`src/hw/tsru_pkg.sv`:
```
// Constants, register map and mode codes of the timer split and reload unit.
// Assumes one 250 MHz system clock and a byte-wide register port with 4-bit addresses.
//
// What this block does
// Timer zero mode 3 splits into two bytes
// Split low byte counts system or external clock
// Split high byte: timer only, timer one controls
// Timer one in split: no flag, overflow tick
// Timer one runs in modes 0-2, stops in 3
// Gate requires run and active gate input
// Counter select picks prescaled clock or pin falls
// Timer one modes: 13, 16, 8 reload, off
// Timer zero mode 3 means two 8-bit counters
// Timer three is 16 bits, split/capture select mode
// Timer three clocks: system, /12, external /8
// 16-bit wrap loads reload, sets high flag
// Interrupt on overflow, low wrap when enabled
// Split: two 8-bit counters with own reloads
// Split: run gates high byte only
// Split: per-half clock select, external select
// Split: each half sets own flag, interrupts
// Software clears timer three flags itself
// 13-bit mode: 5-bit prescale carries into high
package tsru_pkg;

  // ****************************************
  // Register map
  // ****************************************
  localparam logic [3:0] TSRU_ADDR_CONTROL = 4'h0;
  localparam logic [3:0] TSRU_ADDR_MODE = 4'h1;
  localparam logic [3:0] TSRU_ADDR_CLKSEL = 4'h2;
  localparam logic [3:0] TSRU_ADDR_GATEPOL = 4'h3;
  localparam logic [3:0] TSRU_ADDR_T0LO = 4'h4;
  localparam logic [3:0] TSRU_ADDR_T0HI = 4'h5;
  localparam logic [3:0] TSRU_ADDR_T1LO = 4'h6;
  localparam logic [3:0] TSRU_ADDR_T1HI = 4'h7;
  localparam logic [3:0] TSRU_ADDR_T3CTRL = 4'h8;
  localparam logic [3:0] TSRU_ADDR_T3LO = 4'h9;
  localparam logic [3:0] TSRU_ADDR_T3HI = 4'ha;
  localparam logic [3:0] TSRU_ADDR_T3RLLO = 4'hb;
  localparam logic [3:0] TSRU_ADDR_T3RLHI = 4'hc;
  localparam logic [3:0] TSRU_ADDR_IRQSTAT = 4'hd;
  localparam logic [3:0] TSRU_ADDR_IRQMASK = 4'he;

  // ****************************************
  // Field positions
  // ****************************************
  // timer_control
  localparam int TSRU_CTL_T0RUN = 0;
  localparam int TSRU_CTL_T1RUN = 1;
  localparam int TSRU_CTL_T0FLAG = 2;
  localparam int TSRU_CTL_T1FLAG = 3;
  // timer_mode_select
  localparam int TSRU_MOD_T0MODE = 0;
  localparam int TSRU_MOD_T0CSEL = 2;
  localparam int TSRU_MOD_T0GATE = 3;
  localparam int TSRU_MOD_T1MODE = 4;
  localparam int TSRU_MOD_T1CSEL = 6;
  localparam int TSRU_MOD_T1GATE = 7;
  // clock_select_control
  localparam int TSRU_CKS_T0PRE = 0;
  localparam int TSRU_CKS_T1PRE = 1;
  localparam int TSRU_CKS_T3LOW = 2;
  localparam int TSRU_CKS_T3HIGH = 3;
  // t_three_control
  localparam int TSRU_T3C_EXTCLK = 0;
  localparam int TSRU_T3C_CAPSRC = 1;
  localparam int TSRU_T3C_RUN = 2;
  localparam int TSRU_T3C_SPLIT = 3;
  localparam int TSRU_T3C_CAPEN = 4;
  localparam int TSRU_T3C_LOWIRQ = 5;
  localparam int TSRU_T3C_LOWOVF = 6;
  localparam int TSRU_T3C_HIGHOVF = 7;
  // interrupt status and mask
  localparam int TSRU_IRQ_T0 = 0;
  localparam int TSRU_IRQ_T1 = 1;
  localparam int TSRU_IRQ_T3HIGH = 2;
  localparam int TSRU_IRQ_T3LOW = 3;

  // ****************************************
  // Reset values and counts
  // ****************************************
  localparam logic [7:0] TSRU_RESET_BYTE = 8'h00;
  localparam logic [3:0] TSRU_RESET_IRQ = 4'h0;
  localparam int TSRU_SYS_DIV = 12;
  localparam int TSRU_EXT_DIV = 8;
  localparam logic [3:0] TSRU_SYS_DIV_LAST = 4'(TSRU_SYS_DIV - 1);
  localparam logic [2:0] TSRU_EXT_DIV_LAST = 3'(TSRU_EXT_DIV - 1);
  localparam int TSRU_PIN_COUNT = 5;

  typedef enum logic [1:0] {
    TSRU_MODE_13BIT = 2'b00,
    TSRU_MODE_16BIT = 2'b01,
    TSRU_MODE_8RELOAD = 2'b10,
    TSRU_MODE_SPLIT = 2'b11
  } tsru_mode_type;

endpackage

```
`src/hw/tsru_timer_unit.sv`:
```
// Timers zero, one and three with register port and interrupt logic.
// Assumes pins are asynchronous to clk_sys and the register master follows the one-cycle strobe protocol.
//
// The address map and the address-and-strobe port were chosen for this implementation.
`timescale 1ns/10ps

module tsru_timer_unit
  import tsru_pkg::*;
(
  input wire logic clk_sys,
  input wire logic reset_n,
  input wire logic [3:0] regAddr,
  input wire logic [7:0] regWriteData,
  input wire logic regWrite,
  input wire logic regRead,
  output logic [7:0] regReadData,
  input wire logic count_pin_zero,
  input wire logic count_pin_one,
  input wire logic ext_gate_in_zero,
  input wire logic ext_gate_in_one,
  input wire logic extClockIn,
  output logic irq,
  output logic t1OverflowTick
);

  // ****************************************
  // Registers
  // ****************************************
  logic [7:0] timer_control;
  logic [7:0] timer_mode_select;
  logic [7:0] clock_select_control;
  logic [1:0] gatePolarity;
  logic [7:0] t_zero_low_byte;
  logic [7:0] t_zero_high_byte;
  logic [7:0] t_one_low_byte;
  logic [7:0] t_one_high_byte;
  logic [7:0] t_three_control;
  logic [7:0] t_three_low_byte;
  logic [7:0] t_three_high_byte;
  logic [7:0] t_three_reload_low;
  logic [7:0] t_three_reload_high;
  logic [3:0] irqStatus;
  logic [3:0] irqMask;

  // ****************************************
  // Pin synchronisers
  // ****************************************
  logic [TSRU_PIN_COUNT-1:0] pinRaw;
  logic [TSRU_PIN_COUNT-1:0] pinSync1;
  logic [TSRU_PIN_COUNT-1:0] pinSync2;
  logic [TSRU_PIN_COUNT-1:0] pinSync3;
  logic [TSRU_PIN_COUNT-1:0] pinStable;
  logic [TSRU_PIN_COUNT-1:0] pinFall;
  logic [TSRU_PIN_COUNT-1:0] pinRise;

  assign pinRaw = {extClockIn, count_pin_one, count_pin_zero, ext_gate_in_one, ext_gate_in_zero};

  // A change only counts once stages two and three agree, which filters single-cycle glitches
  for (genvar i = 0; i < TSRU_PIN_COUNT; i++)
  begin : g_pin
    always_ff @(posedge clk_sys or negedge reset_n)
    begin
      if (!reset_n)
      begin
        pinSync1[i] <= 1'b0;
        pinSync2[i] <= 1'b0;
        pinSync3[i] <= 1'b0;
        pinStable[i] <= 1'b0;
      end
      else
      begin
        pinSync1[i] <= pinRaw[i];
        pinSync2[i] <= pinSync1[i];
        pinSync3[i] <= pinSync2[i];
        if (pinSync2[i] == pinSync3[i])
          pinStable[i] <= pinSync3[i];
      end
    end
    assign pinFall[i] = pinStable[i] & ~pinSync3[i] & ~pinSync2[i];
    assign pinRise[i] = ~pinStable[i] & pinSync3[i] & pinSync2[i];
  end

  wire gateActive0 = pinStable[0] == gatePolarity[0];
  wire gateActive1 = pinStable[1] == gatePolarity[1];

  // ****************************************
  // Prescalers
  // ****************************************
  logic [3:0] sysDivCount;
  logic [2:0] extDivCount;
  wire preTick12 = sysDivCount == TSRU_SYS_DIV_LAST;
  wire extTick8 = pinRise[4] && extDivCount == TSRU_EXT_DIV_LAST;

  always_ff @(posedge clk_sys or negedge reset_n)
  begin
    if (!reset_n)
    begin
      sysDivCount <= 4'h0;
      extDivCount <= 3'h0;
    end
    else
    begin
      sysDivCount <= preTick12 ? 4'h0 : sysDivCount + 4'h1;
      if (pinRise[4])
        extDivCount <= extDivCount + 3'h1;
    end
  end

  // ****************************************
  // Register decode
  // ****************************************
  wire wrCtl = regWrite && regAddr == TSRU_ADDR_CONTROL;
  wire wrT0Lo = regWrite && regAddr == TSRU_ADDR_T0LO;
  wire wrT0Hi = regWrite && regAddr == TSRU_ADDR_T0HI;
  wire wrT1Lo = regWrite && regAddr == TSRU_ADDR_T1LO;
  wire wrT1Hi = regWrite && regAddr == TSRU_ADDR_T1HI;
  wire wrT3Ctl = regWrite && regAddr == TSRU_ADDR_T3CTRL;
  wire wrT3Lo = regWrite && regAddr == TSRU_ADDR_T3LO;
  wire wrT3Hi = regWrite && regAddr == TSRU_ADDR_T3HI;
  wire rdStatus = regRead && regAddr == TSRU_ADDR_IRQSTAT;

  // ****************************************
  // Timers zero and one
  // ****************************************
  // Returns {overflow, high, low} after one count in modes 0 to 2
  function automatic logic [16:0] tsru_step(input logic [7:0] lo, input logic [7:0] hi, input logic [1:0] mode);
    logic [16:0] r;
    r = {1'b0, hi, lo};
    case (mode)
      TSRU_MODE_13BIT:
      begin
        r[4:0] = lo[4:0] + 5'h01;
        if (lo[4:0] == 5'h1f)
        begin
          r[15:8] = hi + 8'h01;
          r[16] = hi == 8'hff;
        end
      end
      TSRU_MODE_16BIT: r = {1'b0, hi, lo} + 17'h00001;
      TSRU_MODE_8RELOAD:
      begin
        if (lo == 8'hff)
          r = {1'b1, hi, hi};
        else
          r[7:0] = lo + 8'h01;
      end
      default: r = {1'b0, hi, lo};
    endcase
    return r;
  endfunction

  wire [1:0] t0Mode = timer_mode_select[TSRU_MOD_T0MODE +: 2];
  wire [1:0] t1Mode = timer_mode_select[TSRU_MOD_T1MODE +: 2];
  wire t0Split = t0Mode == TSRU_MODE_SPLIT;
  wire t1Off = t1Mode == TSRU_MODE_SPLIT;
  wire t0Run = timer_control[TSRU_CTL_T0RUN];
  wire t1Run = timer_control[TSRU_CTL_T1RUN];
  wire t0PreTick = clock_select_control[TSRU_CKS_T0PRE] | preTick12;
  wire t1PreTick = clock_select_control[TSRU_CKS_T1PRE] | preTick12;
  wire t0Tick = timer_mode_select[TSRU_MOD_T0CSEL] ? pinFall[2] : t0PreTick;
  wire t0Enable = t0Run & (~timer_mode_select[TSRU_MOD_T0GATE] | gateActive0);
  wire t0LoAdv = t0Tick & t0Enable;
  wire t0HiAdv = t0Split & t1Run & t0PreTick;
  // Timer one loses its pin and gate while timer zero is split; its mode alone runs it
  wire t1Tick = (timer_mode_select[TSRU_MOD_T1CSEL] && !t0Split) ? pinFall[3] : t1PreTick;
  wire t1Gated = t0Split | ~timer_mode_select[TSRU_MOD_T1GATE] | gateActive1;
  wire t1Adv = t1Tick & ~t1Off & (t0Split | t1Run) & t1Gated;

  wire [16:0] t0Step = tsru_step(t_zero_low_byte, t_zero_high_byte, t0Mode);
  wire [16:0] t1Step = tsru_step(t_one_low_byte, t_one_high_byte, t1Mode);
  wire [8:0] t0LoSplit = {1'b0, t_zero_low_byte} + 9'h001;
  wire [8:0] t0HiSplit = {1'b0, t_zero_high_byte} + 9'h001;
  wire t0OvfEvt = t0LoAdv & (t0Split ? t0LoSplit[8] : t0Step[16]);
  wire t0HiOvfEvt = t0HiAdv & t0HiSplit[8];
  wire t1StepOvf = t1Adv & t1Step[16];
  wire t1FlagSet = t0Split ? t0HiOvfEvt : t1StepOvf;

  logic [7:0] next_t0Lo;
  logic [7:0] next_t0Hi;
  always_comb
  begin
    next_t0Lo = t_zero_low_byte;
    next_t0Hi = t_zero_high_byte;
    if (t0Split)
    begin
      if (t0LoAdv)
        next_t0Lo = t0LoSplit[7:0];
      if (t0HiAdv)
        next_t0Hi = t0HiSplit[7:0];
    end
    else if (t0LoAdv)
    begin
      next_t0Lo = t0Step[7:0];
      next_t0Hi = t0Step[15:8];
    end
    if (wrT0Lo)
      next_t0Lo = regWriteData;
    if (wrT0Hi)
      next_t0Hi = regWriteData;
  end

  wire [7:0] next_t1Lo = wrT1Lo ? regWriteData : (t1Adv ? t1Step[7:0] : t_one_low_byte);
  wire [7:0] next_t1Hi = wrT1Hi ? regWriteData : (t1Adv ? t1Step[15:8] : t_one_high_byte);

  // Hardware set beats a software clear in the same cycle
  logic [7:0] next_control;
  always_comb
  begin
    next_control = wrCtl ? {4'h0, regWriteData[3:0]} : timer_control;
    next_control[TSRU_CTL_T0FLAG] = next_control[TSRU_CTL_T0FLAG] | t0OvfEvt;
    next_control[TSRU_CTL_T1FLAG] = next_control[TSRU_CTL_T1FLAG] | t1FlagSet;
  end

  // ****************************************
  // Timer three
  // ****************************************
  wire t_three_split = t_three_control[TSRU_T3C_SPLIT];
  wire t3Capture = t_three_control[TSRU_T3C_CAPEN];
  wire t3Run = t_three_control[TSRU_T3C_RUN];
  wire t3ExtSel = t_three_control[TSRU_T3C_EXTCLK];
  wire t3SlowTick = t3ExtSel ? extTick8 : preTick12;
  wire t3LowTick = clock_select_control[TSRU_CKS_T3LOW] | t3SlowTick;
  wire t3HighTick = clock_select_control[TSRU_CKS_T3HIGH] | t3SlowTick;
  // Capture modes are not built; the counter simply holds while capture is enabled
  wire t3Adv16 = ~t_three_split & ~t3Capture & t3Run & t3LowTick;
  wire t3LowAdv = t_three_split & ~t3Capture & t3LowTick;
  wire t3HighAdv = t_three_split & ~t3Capture & t3Run & t3HighTick;
  wire [16:0] t3Sum = {1'b0, t_three_high_byte, t_three_low_byte} + 17'h00001;
  wire t3Wrap16 = t3Adv16 & t3Sum[16];
  wire t3LowWrap = (t3Adv16 | t3LowAdv) & t_three_low_byte == 8'hff;
  wire t3HighWrap = t3Wrap16 | (t3HighAdv & t_three_high_byte == 8'hff);

  logic [7:0] next_t3Lo;
  logic [7:0] next_t3Hi;
  always_comb
  begin
    next_t3Lo = t_three_low_byte;
    next_t3Hi = t_three_high_byte;
    if (t3Wrap16)
    begin
      next_t3Lo = t_three_reload_low;
      next_t3Hi = t_three_reload_high;
    end
    else if (t3Adv16)
    begin
      next_t3Lo = t3Sum[7:0];
      next_t3Hi = t3Sum[15:8];
    end
    else
    begin
      if (t3LowAdv)
        next_t3Lo = t3LowWrap ? t_three_reload_low : t_three_low_byte + 8'h01;
      if (t3HighAdv)
        next_t3Hi = t3HighWrap ? t_three_reload_high : t_three_high_byte + 8'h01;
    end
    if (wrT3Lo)
      next_t3Lo = regWriteData;
    if (wrT3Hi)
      next_t3Hi = regWriteData;
  end

  // Flags are only cleared by software writing zero
  logic [7:0] next_t3Ctl;
  always_comb
  begin
    next_t3Ctl = wrT3Ctl ? regWriteData : t_three_control;
    next_t3Ctl[TSRU_T3C_HIGHOVF] = next_t3Ctl[TSRU_T3C_HIGHOVF] | t3HighWrap;
    next_t3Ctl[TSRU_T3C_LOWOVF] = next_t3Ctl[TSRU_T3C_LOWOVF] | t3LowWrap;
  end

  // ****************************************
  // Interrupt status
  // ****************************************
  wire t3LowIrqEvt = t3LowWrap & t_three_control[TSRU_T3C_LOWIRQ];
  wire [3:0] irqEvents = {t3LowIrqEvt, t3HighWrap, t1FlagSet, t0OvfEvt};
  wire [3:0] next_irqStatus = (rdStatus ? 4'h0 : irqStatus) | irqEvents;

  // ****************************************
  // Register update
  // ****************************************
  always_ff @(posedge clk_sys or negedge reset_n)
  begin
    if (!reset_n)
    begin
      timer_control <= TSRU_RESET_BYTE;
      timer_mode_select <= TSRU_RESET_BYTE;
      clock_select_control <= TSRU_RESET_BYTE;
      gatePolarity <= 2'h0;
      t_zero_low_byte <= TSRU_RESET_BYTE;
      t_zero_high_byte <= TSRU_RESET_BYTE;
      t_one_low_byte <= TSRU_RESET_BYTE;
      t_one_high_byte <= TSRU_RESET_BYTE;
      t_three_control <= TSRU_RESET_BYTE;
      t_three_low_byte <= TSRU_RESET_BYTE;
      t_three_high_byte <= TSRU_RESET_BYTE;
      t_three_reload_low <= TSRU_RESET_BYTE;
      t_three_reload_high <= TSRU_RESET_BYTE;
      irqStatus <= TSRU_RESET_IRQ;
      irqMask <= TSRU_RESET_IRQ;
    end
    else
    begin
      timer_control <= next_control;
      t_zero_low_byte <= next_t0Lo;
      t_zero_high_byte <= next_t0Hi;
      t_one_low_byte <= next_t1Lo;
      t_one_high_byte <= next_t1Hi;
      t_three_control <= next_t3Ctl;
      t_three_low_byte <= next_t3Lo;
      t_three_high_byte <= next_t3Hi;
      irqStatus <= next_irqStatus;
      if (regWrite && regAddr == TSRU_ADDR_MODE)
        timer_mode_select <= regWriteData;
      if (regWrite && regAddr == TSRU_ADDR_CLKSEL)
        clock_select_control <= {4'h0, regWriteData[3:0]};
      if (regWrite && regAddr == TSRU_ADDR_GATEPOL)
        gatePolarity <= regWriteData[1:0];
      if (regWrite && regAddr == TSRU_ADDR_T3RLLO)
        t_three_reload_low <= regWriteData;
      if (regWrite && regAddr == TSRU_ADDR_T3RLHI)
        t_three_reload_high <= regWriteData;
      if (regWrite && regAddr == TSRU_ADDR_IRQMASK)
        irqMask <= regWriteData[3:0];
    end
  end

  // ****************************************
  // Read data and outputs
  // ****************************************
  logic [7:0] readMux;
  always_comb
  begin
    case (regAddr)
      TSRU_ADDR_CONTROL: readMux = timer_control;
      TSRU_ADDR_MODE: readMux = timer_mode_select;
      TSRU_ADDR_CLKSEL: readMux = clock_select_control;
      TSRU_ADDR_GATEPOL: readMux = {6'h00, gatePolarity};
      TSRU_ADDR_T0LO: readMux = t_zero_low_byte;
      TSRU_ADDR_T0HI: readMux = t_zero_high_byte;
      TSRU_ADDR_T1LO: readMux = t_one_low_byte;
      TSRU_ADDR_T1HI: readMux = t_one_high_byte;
      TSRU_ADDR_T3CTRL: readMux = t_three_control;
      TSRU_ADDR_T3LO: readMux = t_three_low_byte;
      TSRU_ADDR_T3HI: readMux = t_three_high_byte;
      TSRU_ADDR_T3RLLO: readMux = t_three_reload_low;
      TSRU_ADDR_T3RLHI: readMux = t_three_reload_high;
      TSRU_ADDR_IRQSTAT: readMux = {4'h0, irqStatus};
      TSRU_ADDR_IRQMASK: readMux = {4'h0, irqMask};
      default: readMux = 8'h00;
    endcase
  end

  // Interrupt follows status one cycle late, keeping the output straight from a flop
  always_ff @(posedge clk_sys or negedge reset_n)
  begin
    if (!reset_n)
    begin
      regReadData <= 8'h00;
      irq <= 1'b0;
      t1OverflowTick <= 1'b0;
    end
    else
    begin
      regReadData <= regRead ? readMux : 8'h00;
      irq <= |(irqStatus & irqMask);
      t1OverflowTick <= t1StepOvf;
    end
  end
endmodule // tsru_timer_unit

```
`config.mk`:
```
export PLATFORM = sky130hd
export DESIGN_NAME = tsru_timer_unit
export DESIGN_NICKNAME = d
export VERILOG_FILES = /design/src/hw/tsru_pkg.sv /design/src/hw/tsru_timer_unit.sv
export SDC_FILE = /design/constraint.sdc
export NUM_CORES = 1
export LEC_CHECK = 0
export ABC_AREA = 1
export BUFFER_PORTS_ARGS = -buffer_cell sky130_fd_sc_hd__buf_2
export CORE_MARGIN = 2
export CORE_UTILIZATION = 50
export CTS_CLUSTER_SIZE = 40
export DETAILED_ROUTE_END_ITERATION = 8
export MAX_ROUTING_LAYER = met4
export PLACE_DENSITY_LB_ADDON = 0.2
export SYNTH_ARGS = -nofsm -noshare
export SYNTH_HDL_FRONTEND = slang
export SYNTH_SLANG_ARGS = --single-unit
```
`constraint.sdc`:
```
create_clock -name clk_sys -period 2.1 [get_ports clk_sys]
set_input_delay 0 -clock clk_sys [delete_from_list [all_inputs] [get_ports clk_sys]]
set_output_delay 0 -clock clk_sys [all_outputs]
set_load 0.02 [all_outputs]
```
==> impl_metrics.tcl, run 1 <==
set metrics [dict create \
    status "finished, final reports clean" \
    routed_wire_length_per_instance_um 18.0 \
    number_of_instances_in_the_synthesized_netlist 1213 \
    final-hold-violation-count 0 \
    wire_length_after_detailed_routing_um 27400 \
    synthDominantCellAreaShare_pct 39.3 \
    worstSkewPairLatency_ns 0.44 \
    grt_util_all_layers_pct 32.0 \
    grt_pass1_wl_um 43400 \
    clock_tree.buffer_depth 2 \
    critical_path.endpoint_type "register" \
    cp_cell_sequence "ha_2 > nand2_2 > nor2_4 > ha_4 > nand2_4 > nand2_2 > nand2_1 > a21oi_2 > nand4_1 > nand2_2 > buf_4 > o211ai_1" \
    syn_to_final_growth_pct 17.3 \
    yosys_register_bits 135 \
    drive_above_1_share_pct 13.3 \
    finalMaxSlewViolations 0 \
    sequential_element_share_of_the_synthesized_area_pct 39.3 \
    postRouteAntennaNets 0 \
    drv_cap 0 \
    routed-via-count 8675 \
    final_setup_violations 0 \
    nets 1331 \
    clk_tree_root_cell "clkbuf_16" \
    avg_vias_per_cell 5.69 \
    leakagePower_nw 5.06 \
    globalRouteOverflowTotal 0 \
    synth.area.top_cells "dfrtp_1 39%, nand2_1 16%, inv_1 6.6%, nand3_1 5.7%, o21ai_0 5.6%" \
    rows 47 \
    drc_errors 0 \
    synth_nets 1253 \
    fp.coreArea_um2 16700 \
    maximum_vdd_drop_mv 0.648 \
    min_path_type "in2reg" \
    p_per_area_nw_per_um2 1030 \
    critPathBufInv 1 \
    ys_dominant_reg_cell "dfrtp_1" \
    cts_htree_levels 4 \
    timing.hold.worst_endpoint "gatePolarity[1]" \
    grt_max_degree 52 \
    maximum_fanout_along_the_worst_path 5 \
    grt_pass1_vias 8063 \
    ioPinCount 31 \
    post-place-ws_ns 0.0711 \
    worst_ep_arrival_time_ns 2.36 \
    layout.core_utilization_pct 60.4 \
    critical-path-slowest-cell "dfrtp_1" \
    timing.reg2reg.worst_path_depth 12 \
    synthesis.yosys.warnings 0 \
    final_period_minus_worst_setup_slack_ns 2.05 \
    synth_top_area_cell "dfrtp_1" \
    max_freq_ghz 0.487 \
    synth_enable_flop_cells 0 \
    timing.critical_path.required_ns 2.40 \
    synthesis.area_um2 8600 \
    fin_crit_sh_pct 97.7 \
    worst_setup_hold_path_clk_slew_ns 0.07 \
    hpwlAfterDp_um 20700 \
    height_of_the_chip_um 135 \
    tritoncts_num_sinks 135 \
    max_slew_margin_pct 61.5 \
    gpl.final_weighted_congestion 1.00 \
    cell_depth_of_the_worst_min_delay_path 3 \
    first_pass_iters 6 \
    timing_worst_slew_pin_value_ns 0.576 \
    tritoncts_clock_tree "yes" \
    yosys.cell_count.top_type "nand2_1" \
    timing.critical_path.max_delay_family "simple AND/OR/NAND/NOR gates" \
    antenna_found_initial 1 \
    crit-reg2reg-launch "t_one_low_byte[1]" \
    synthDistinctLibCells 43 \
    detailedRoute.firstIterationViolations 900 \
    commonest_cells_in_the_synthesized_netlist "364 x nand2_1, 152 x inv_1, 135 x dfrtp_1, 98 x nand3_1, 97 x o21ai_0" \
    synth-async-reset-ratio_pct 100 \
    critical_path_s_most_frequent_cell "nand2_2" \
    least_setup_slack_across_all_paths_after_layout_ns 0.0476 \
    critPathKind "reg2reg" \
    regToRegEndpoint "t_one_high_byte[3]" \
    startpoint_type "register" \
    worst_path_largest_cell_delay_ns 0.38 \
    cts-buffers-inserted 17 \
    numPortBuffers 30 \
    clock-skew-final_ns 0.0123 \
    hp-start "regWrite" \
    reg2reg_setup_slack_ns 0.05 \
    initial_util_pct 51.5 \
    design.die.area_um2 18300 \
    post_synth.cell_area_avg_um2 7.09 \
    dieWidth_um 135 \
]
-- through the flow --
step | cells | hold slack, ns | TNS, ns | total power [W] | area [um^2]
floorplan | 1213 | -0.296 | 0 | 0.00596 | 8600
global placement | 1474 | -0.0287 | 0 | 0.00704 | 9190
detailed placement | 1474 | -0.0268 | 0 | 0.00708 | 9190
CTS | 1521 | 0.0451 | 0 | 0.0103 | 9950
global route | 1525 | 0.0628 | -0.310 | 0.0111 | 10100
finish | 1525 | 0.0582 | 0 | 0.0104 | 10100
-- where the power goes --
part | switching, W | leakage [nW] | internal, W
sequential | 0.000752 | 1.70 | 0.00324
combinational | 0.00205 | 3.05 | 0.00120
clock | 0.00141 | 0.304 | 0.00173
total | 0.00422 | 5.06 | 0.00617
-- routing by layer --
| metal | GRT usage [%] | vias to the layer above | share of wire (%) |
|---|---|---|---|
| met5 | - | - | 0 |
| met4 | 13.0 | 0 | 4.3 |
| met3 | 7.30 | 84 | 8.6 |
| met2 | 47.9 | 390 | 44 |
| met1 | 42.3 | 4062 | 43 |
| li1 | - | 4139 | - |
-- registers in the layout, summed over array words and instances (netlist names), 5 cells and up --
register	cells
pinSync1	5
timer_mode_select	8
t_three_reload_low	8
t_three_reload_high	8
t_zero_high_byte	8
regReadData	8
t_zero_low_byte	8
t_three_low_byte	8
t_three_control	8
pinSync3	5
pinSync2	5
pinStable	5
t_one_low_byte	8
t_one_high_byte	8
t_three_high_byte	8
-- cell usage in the layout (no fill, tap or decap), types with 12 or more instances in the layout --
| cell type | count |
|---|---|
| nand3_1 | 97 |
| nor2_1 | 79 |
| o211ai_1 | 13 |
| nand2_2 | 14 |
| buf_2 | 29 |
| nand4_1 | 14 |
| nor2_4 | 12 |
| nand2_1 | 358 |
| nor3_1 | 18 |
| ha_1 | 17 |
| o21ai_0 | 94 |
| o21ai_1 | 13 |
| o22ai_1 | 29 |
| dlygate4sd3_1 | 15 |
| inv_2 | 19 |
| dfrtp_1 | 135 |
| xor2_1 | 23 |
| clkbuf_16 | 17 |
| a21oi_1 | 41 |
| inv_1 | 152 |
| buf_4 | 25 |
-- worst register-to-register path: cells and delay by family, from the launching register on --
family	cells	cell delay [ns]
buf+inv	1	0.13
flops	1	0.38
compound gates	2	0.21
fa+ha+maj	2	0.36
simple gates	7	0.84
-- final cells by class --
| class | count | area, um^2 |
|---|---|---|
| fill | 1578 | 6610 |
| multi-input combinational | 889 | 4600 |
| sequential | 135 | 3380 |
| inverter | 175 | 666 |
| timing repair buffer | 73 | 554 |
| clock buffer | 17 | 425 |
| tap | 220 | 275 |
| clock inverter | 15 | 193 |
| antenna | 1 | 2.50 |
-- cell families after synthesis --
| logic type | count (synthesis) | synth area share, % |
|---|---|---|
| AND/OR/NAND/NOR | 623 | 32.2 |
| flip-flops | 135 | 39.3 |
| buffers and inverters | 189 | 8.41 |
| AO/OA/AOI/OAI | 220 | 14.6 |
| adder cells (fa/ha/maj) | 21 | 3.00 |
| XOR/XNOR | 25 | 2.55 |
-- timing repair --
| item | in CTS | in global routing |
|---|---|---|
| hold endpoints to repair | 167 | 0 |
| hold buffers | 15 | 0 |
| resized for setup | 0 | 27 |
| setup endpoints to repair | 0 | 31 |
| buffers inserted | 0 | 3 |
-- worst max path at each step --
stage	start	endpoint	slack, ns	cells after the start
finish	t_one_low_byte[1]	t_one_high_byte[3]	0.05	12
global route	t_one_low_byte[1]	t_one_high_byte[3]	-0.06	12
CTS	t_one_low_byte[1]	t_one_high_byte[3]	0.003	12
detailed placement	t_one_low_byte[1]	t_one_high_byte[3]	0.07	12
global placement	extDivCount[0]	t_three_low_byte[4]	0.14	12
floorplan	t_one_low_byte[0]	t_one_high_byte[0]	0.24	13
Power figures use the tool's default switching activity.
==> inputs of run 2 (changes only) <==
--- a/config.mk
+++ b/config.mk
@@ -5,7 +5,6 @@
 export SDC_FILE = /design/constraint.sdc
 export NUM_CORES = 1
 export LEC_CHECK = 0
-export ABC_AREA = 1
 export BUFFER_PORTS_ARGS = -buffer_cell sky130_fd_sc_hd__buf_2
 export CORE_MARGIN = 2
 export CORE_UTILIZATION = 50
==> run 2 against run 1 <==
The flow now finishes with violations (setup timing); register-to-register slack worse by 0.21 ns; synthesized area down 4.5%; sequential share of layout area down 1.1 points; first-iteration DRC count up 14%; worst setup slack worse by 0.21 ns; flip-flop and latch count unchanged; clock skew up 0.0014 ns; critical path depth down 6; fmax down 9.4%; critical path type unchanged; highest routed layer unchanged.
==> impl_metrics.tcl, run 2 <==
set metrics [dict create \
    status "finished, violations left" \
    violations "setup timing" \
    height_of_the_chip_um 132 \
    synthesis.yosys.warnings 0 \
    synth_nets 940 \
    gpl.final_weighted_congestion 1.02 \
    clock_tree.buffer_depth 2 \
    grt_pass1_wl_um 42700 \
    hpwlAfterDp_um 19300 \
    synthesis.area_um2 8210 \
    synth_top_area_cell "dfrtp_1" \
    syn_to_final_growth_pct 27.2 \
    wire_length_after_detailed_routing_um 27100 \
    most-common-layout-cells "134 x dfrtp_1, 134 x buf_4, 87 x nand2_1" \
    routed-via-count 7998 \
    final_setup_violations 17 \
    numPortBuffers 30 \
    tritoncts_clock_tree "yes" \
    antenna_found_initial 0 \
    sequential_element_share_of_the_synthesized_area_pct 41.1 \
    synth.area.top_cells "dfrtp_1 41%, mux2_2 6.9%, nand2_1 4.2%, o21ai_0 4.0%, nor2_1 3.8%" \
    maximum_vdd_drop_mv 0.698 \
    startpoint_type "register" \
    commonest_cells_in_the_synthesized_netlist "135 x dfrtp_1, 92 x nand2_1, 83 x nor2_1, 66 x o21ai_0, 50 x mux2_2" \
    detailedRoute.firstIterationViolations 1023 \
    critical_path.endpoint_type "register" \
    ioPinCount 31 \
    clock_power_share_pct 25.6 \
    first_pass_iters 6 \
    worst_setup_hold_path_clk_slew_ns 0.06 \
    final-hold-violation-count 0 \
    design.die.area_um2 17500 \
    drive_above_1_share_pct 29.9 \
    finalMaxSlewViolations 0 \
    postRouteAntennaNets 0 \
    synthDominantCellAreaShare_pct 41.1 \
    max_freq_ghz 0.442 \
    number_of_instances_in_the_synthesized_netlist 900 \
    timing.critical_path.required_ns 2.41 \
    rows 46 \
    post-place-ws_ns -0.251 \
    clk_tree_root_cell "clkbuf_16" \
    post_synth.cell_area_avg_um2 9.13 \
    critPathKind "reg2reg" \
    initial_util_pct 51.5 \
    grt_pass1_vias 7532 \
    synth-async-reset-ratio_pct 100 \
    avg_vias_per_cell 6.25 \
    least_setup_slack_across_all_paths_after_layout_ns -0.165 \
    total_power_of_the_final_layout_w 0.0112 \
    drv_cap 0 \
    routed_wire_length_per_instance_um 21.2 \
    nets 1090 \
    yosys.cell_count.top_type "dfrtp_1" \
    synth_enable_flop_cells 0 \
    final_period_minus_worst_setup_slack_ns 2.26 \
    worstSkewPairLatency_ns 0.43 \
    net-switching-power_w 0.00423 \
    netSwitchingFraction_pct 37.8 \
    num_antenna_cells 0 \
    clock-skew-final_ns 0.0137 \
    share_comb_of_total_power_pct 39.5 \
    p_per_area_nw_per_um2 1070 \
    synthDistinctLibCells 70 \
    ys_dominant_reg_cell "dfrtp_1" \
    fillCellCount 1337 \
    rsz0062_at_grt "true" \
    cts-buffers-inserted 17 \
    grt_util_all_layers_pct 32.5 \
    tritoncts_num_sinks 135 \
    min_path_type "in2reg" \
    maximum_fanout_along_the_worst_path 7 \
    fin_crit_sh_pct 108 \
    worst_ep_arrival_time_ns 2.58 \
    yosys_register_bits 135 \
    max_slew_margin_pct 66.6 \
    cts_htree_levels 4 \
    globalRouteOverflowTotal 0 \
    grt_max_degree 52 \
    drc_errors 0 \
    fp.coreArea_um2 15900 \
    timing_worst_slew_pin_value_ns 0.499 \
    pwr-share-seq_pct 35.0 \
    dp_cells 1228 \
    dieWidth_um 132 \
    leakagePower_nw 4.41 \
    internal_power_summed_over_all_cells_w 0.00696 \
    non_filler_instance_count_after_layout 1279 \
]
==> run 2: changes by cell type in the layout (fill, tap and decap cells not counted), sizes merged, moves of 21 or more <==
| cell | delta |
|---|---|
| mux2 | +50 |
| nand2 | -289 |
| mux2i | +21 |
| inv | -166 |
| o21ai | -40 |
| buf | +114 |
| nand3 | -59 |
==> run 2: kinds of logic (layout without fill, tap and decap cells) <==
logic type	after synthesis	in the layout	share of synthesized area, %
simple gates	317	317	18.3
compound gates	265	265	21.9
flops	135	135	41.1
mux	72	72	9.69
buf+inv	64	227	3.03
xor+xnor	24	24	2.56
fa+ha+maj	23	23	3.38
==> run 2: timing repair <==
item                                    CTS  global route
pin swaps                                 6            15
hold buffers                              8             0
resized for setup                        19            63
cloned                                    1             0
buffers inserted                          3             7
endpoints found under the setup margin   23            44
endpoints found under the hold margin   144             0
==> run 2: final timing paths <==
| path | from | slack, ns | cells past startpoint | endpoint |
|---|---|---|---|---|
| setup / recovery | pinSync3[3] | -0.16 | 6 | t_one_low_byte[3] |
| hold / removal | regRead | 0.03 | 4 | regReadData[6] |
| setup reg to reg | pinSync3[3] | -0.16 | 6 | t_one_low_byte[3] |
| hold reg to reg | pinSync1[1] | 0.35 | 0 | pinSync2[1] |
| max in group asynchronous | reset_n | 1.39 | 3 | pinStable[4] |
| min in group asynchronous | reset_n | 0.05 | 2 | t_one_high_byte[6] |
==> run 2: metal layers <==
layer | wire (um) | global-route usage [%]
met1 | 11800 | 44.3
met2 | 12200 | 48.8
met3 | 2270 | 5.73
met4 | 817 | 11.6
met5 | 0 | -
==> run 2: stage by stage <==
| stage | setup TNS [ns] | utilization, % | hold WS (ns) | cell area [um^2] |
|---|---|---|---|---|
| global placement | -1.70 | 59.3 | -0.0481 | 9460 |
| finish | -1.57 | 65.5 | 0.0260 | 10400 |
| global route | -3.46 | 65.5 | 0.0326 | 10400 |
| floorplan | -0.150 | - | -0.296 | 8220 |
| detailed placement | -2.69 | 59.3 | -0.0416 | 9460 |
| CTS | -1.74 | 63.9 | 0.0118 | 10200 |
==> run 2: layout make-up <==
| cell class | count | area (um^2) | area share (%) |
|---|---|---|---|
| Clock buffer | 20 | 447 | 4.27 |
| Inverter | 15 | 56.3 | 0.539 |
| Sequential cell | 135 | 3380 | 32.3 |
| Multi-Input combinational cell | 701 | 4830 | 46.3 |
| Timing Repair Buffer | 180 | 1340 | 12.9 |
| Tap cell | 216 | 270 | 2.59 |
| Clock inverter | 12 | 119 | 1.14 |
==> run 2: power by group through the flow <==
stage               logic (W)  clock network, W  registers, W
floorplan             0.00232                 0       0.00382
global placement      0.00397                 0       0.00389
detailed placement    0.00402                 0       0.00391
CTS                   0.00413           0.00290       0.00388
global route          0.00481           0.00301       0.00399
finish                0.00442           0.00286       0.00391
==> run 2: worst max-delay path: stages (launching register included) <==
cell,delay (ns)
dfrtp_1,0.37
or3b_1,0.38
a221o_1,0.32
a221o_2,0.49
o21ai_4,0.19
a21bo_1,0.22
a22o_1,0.17
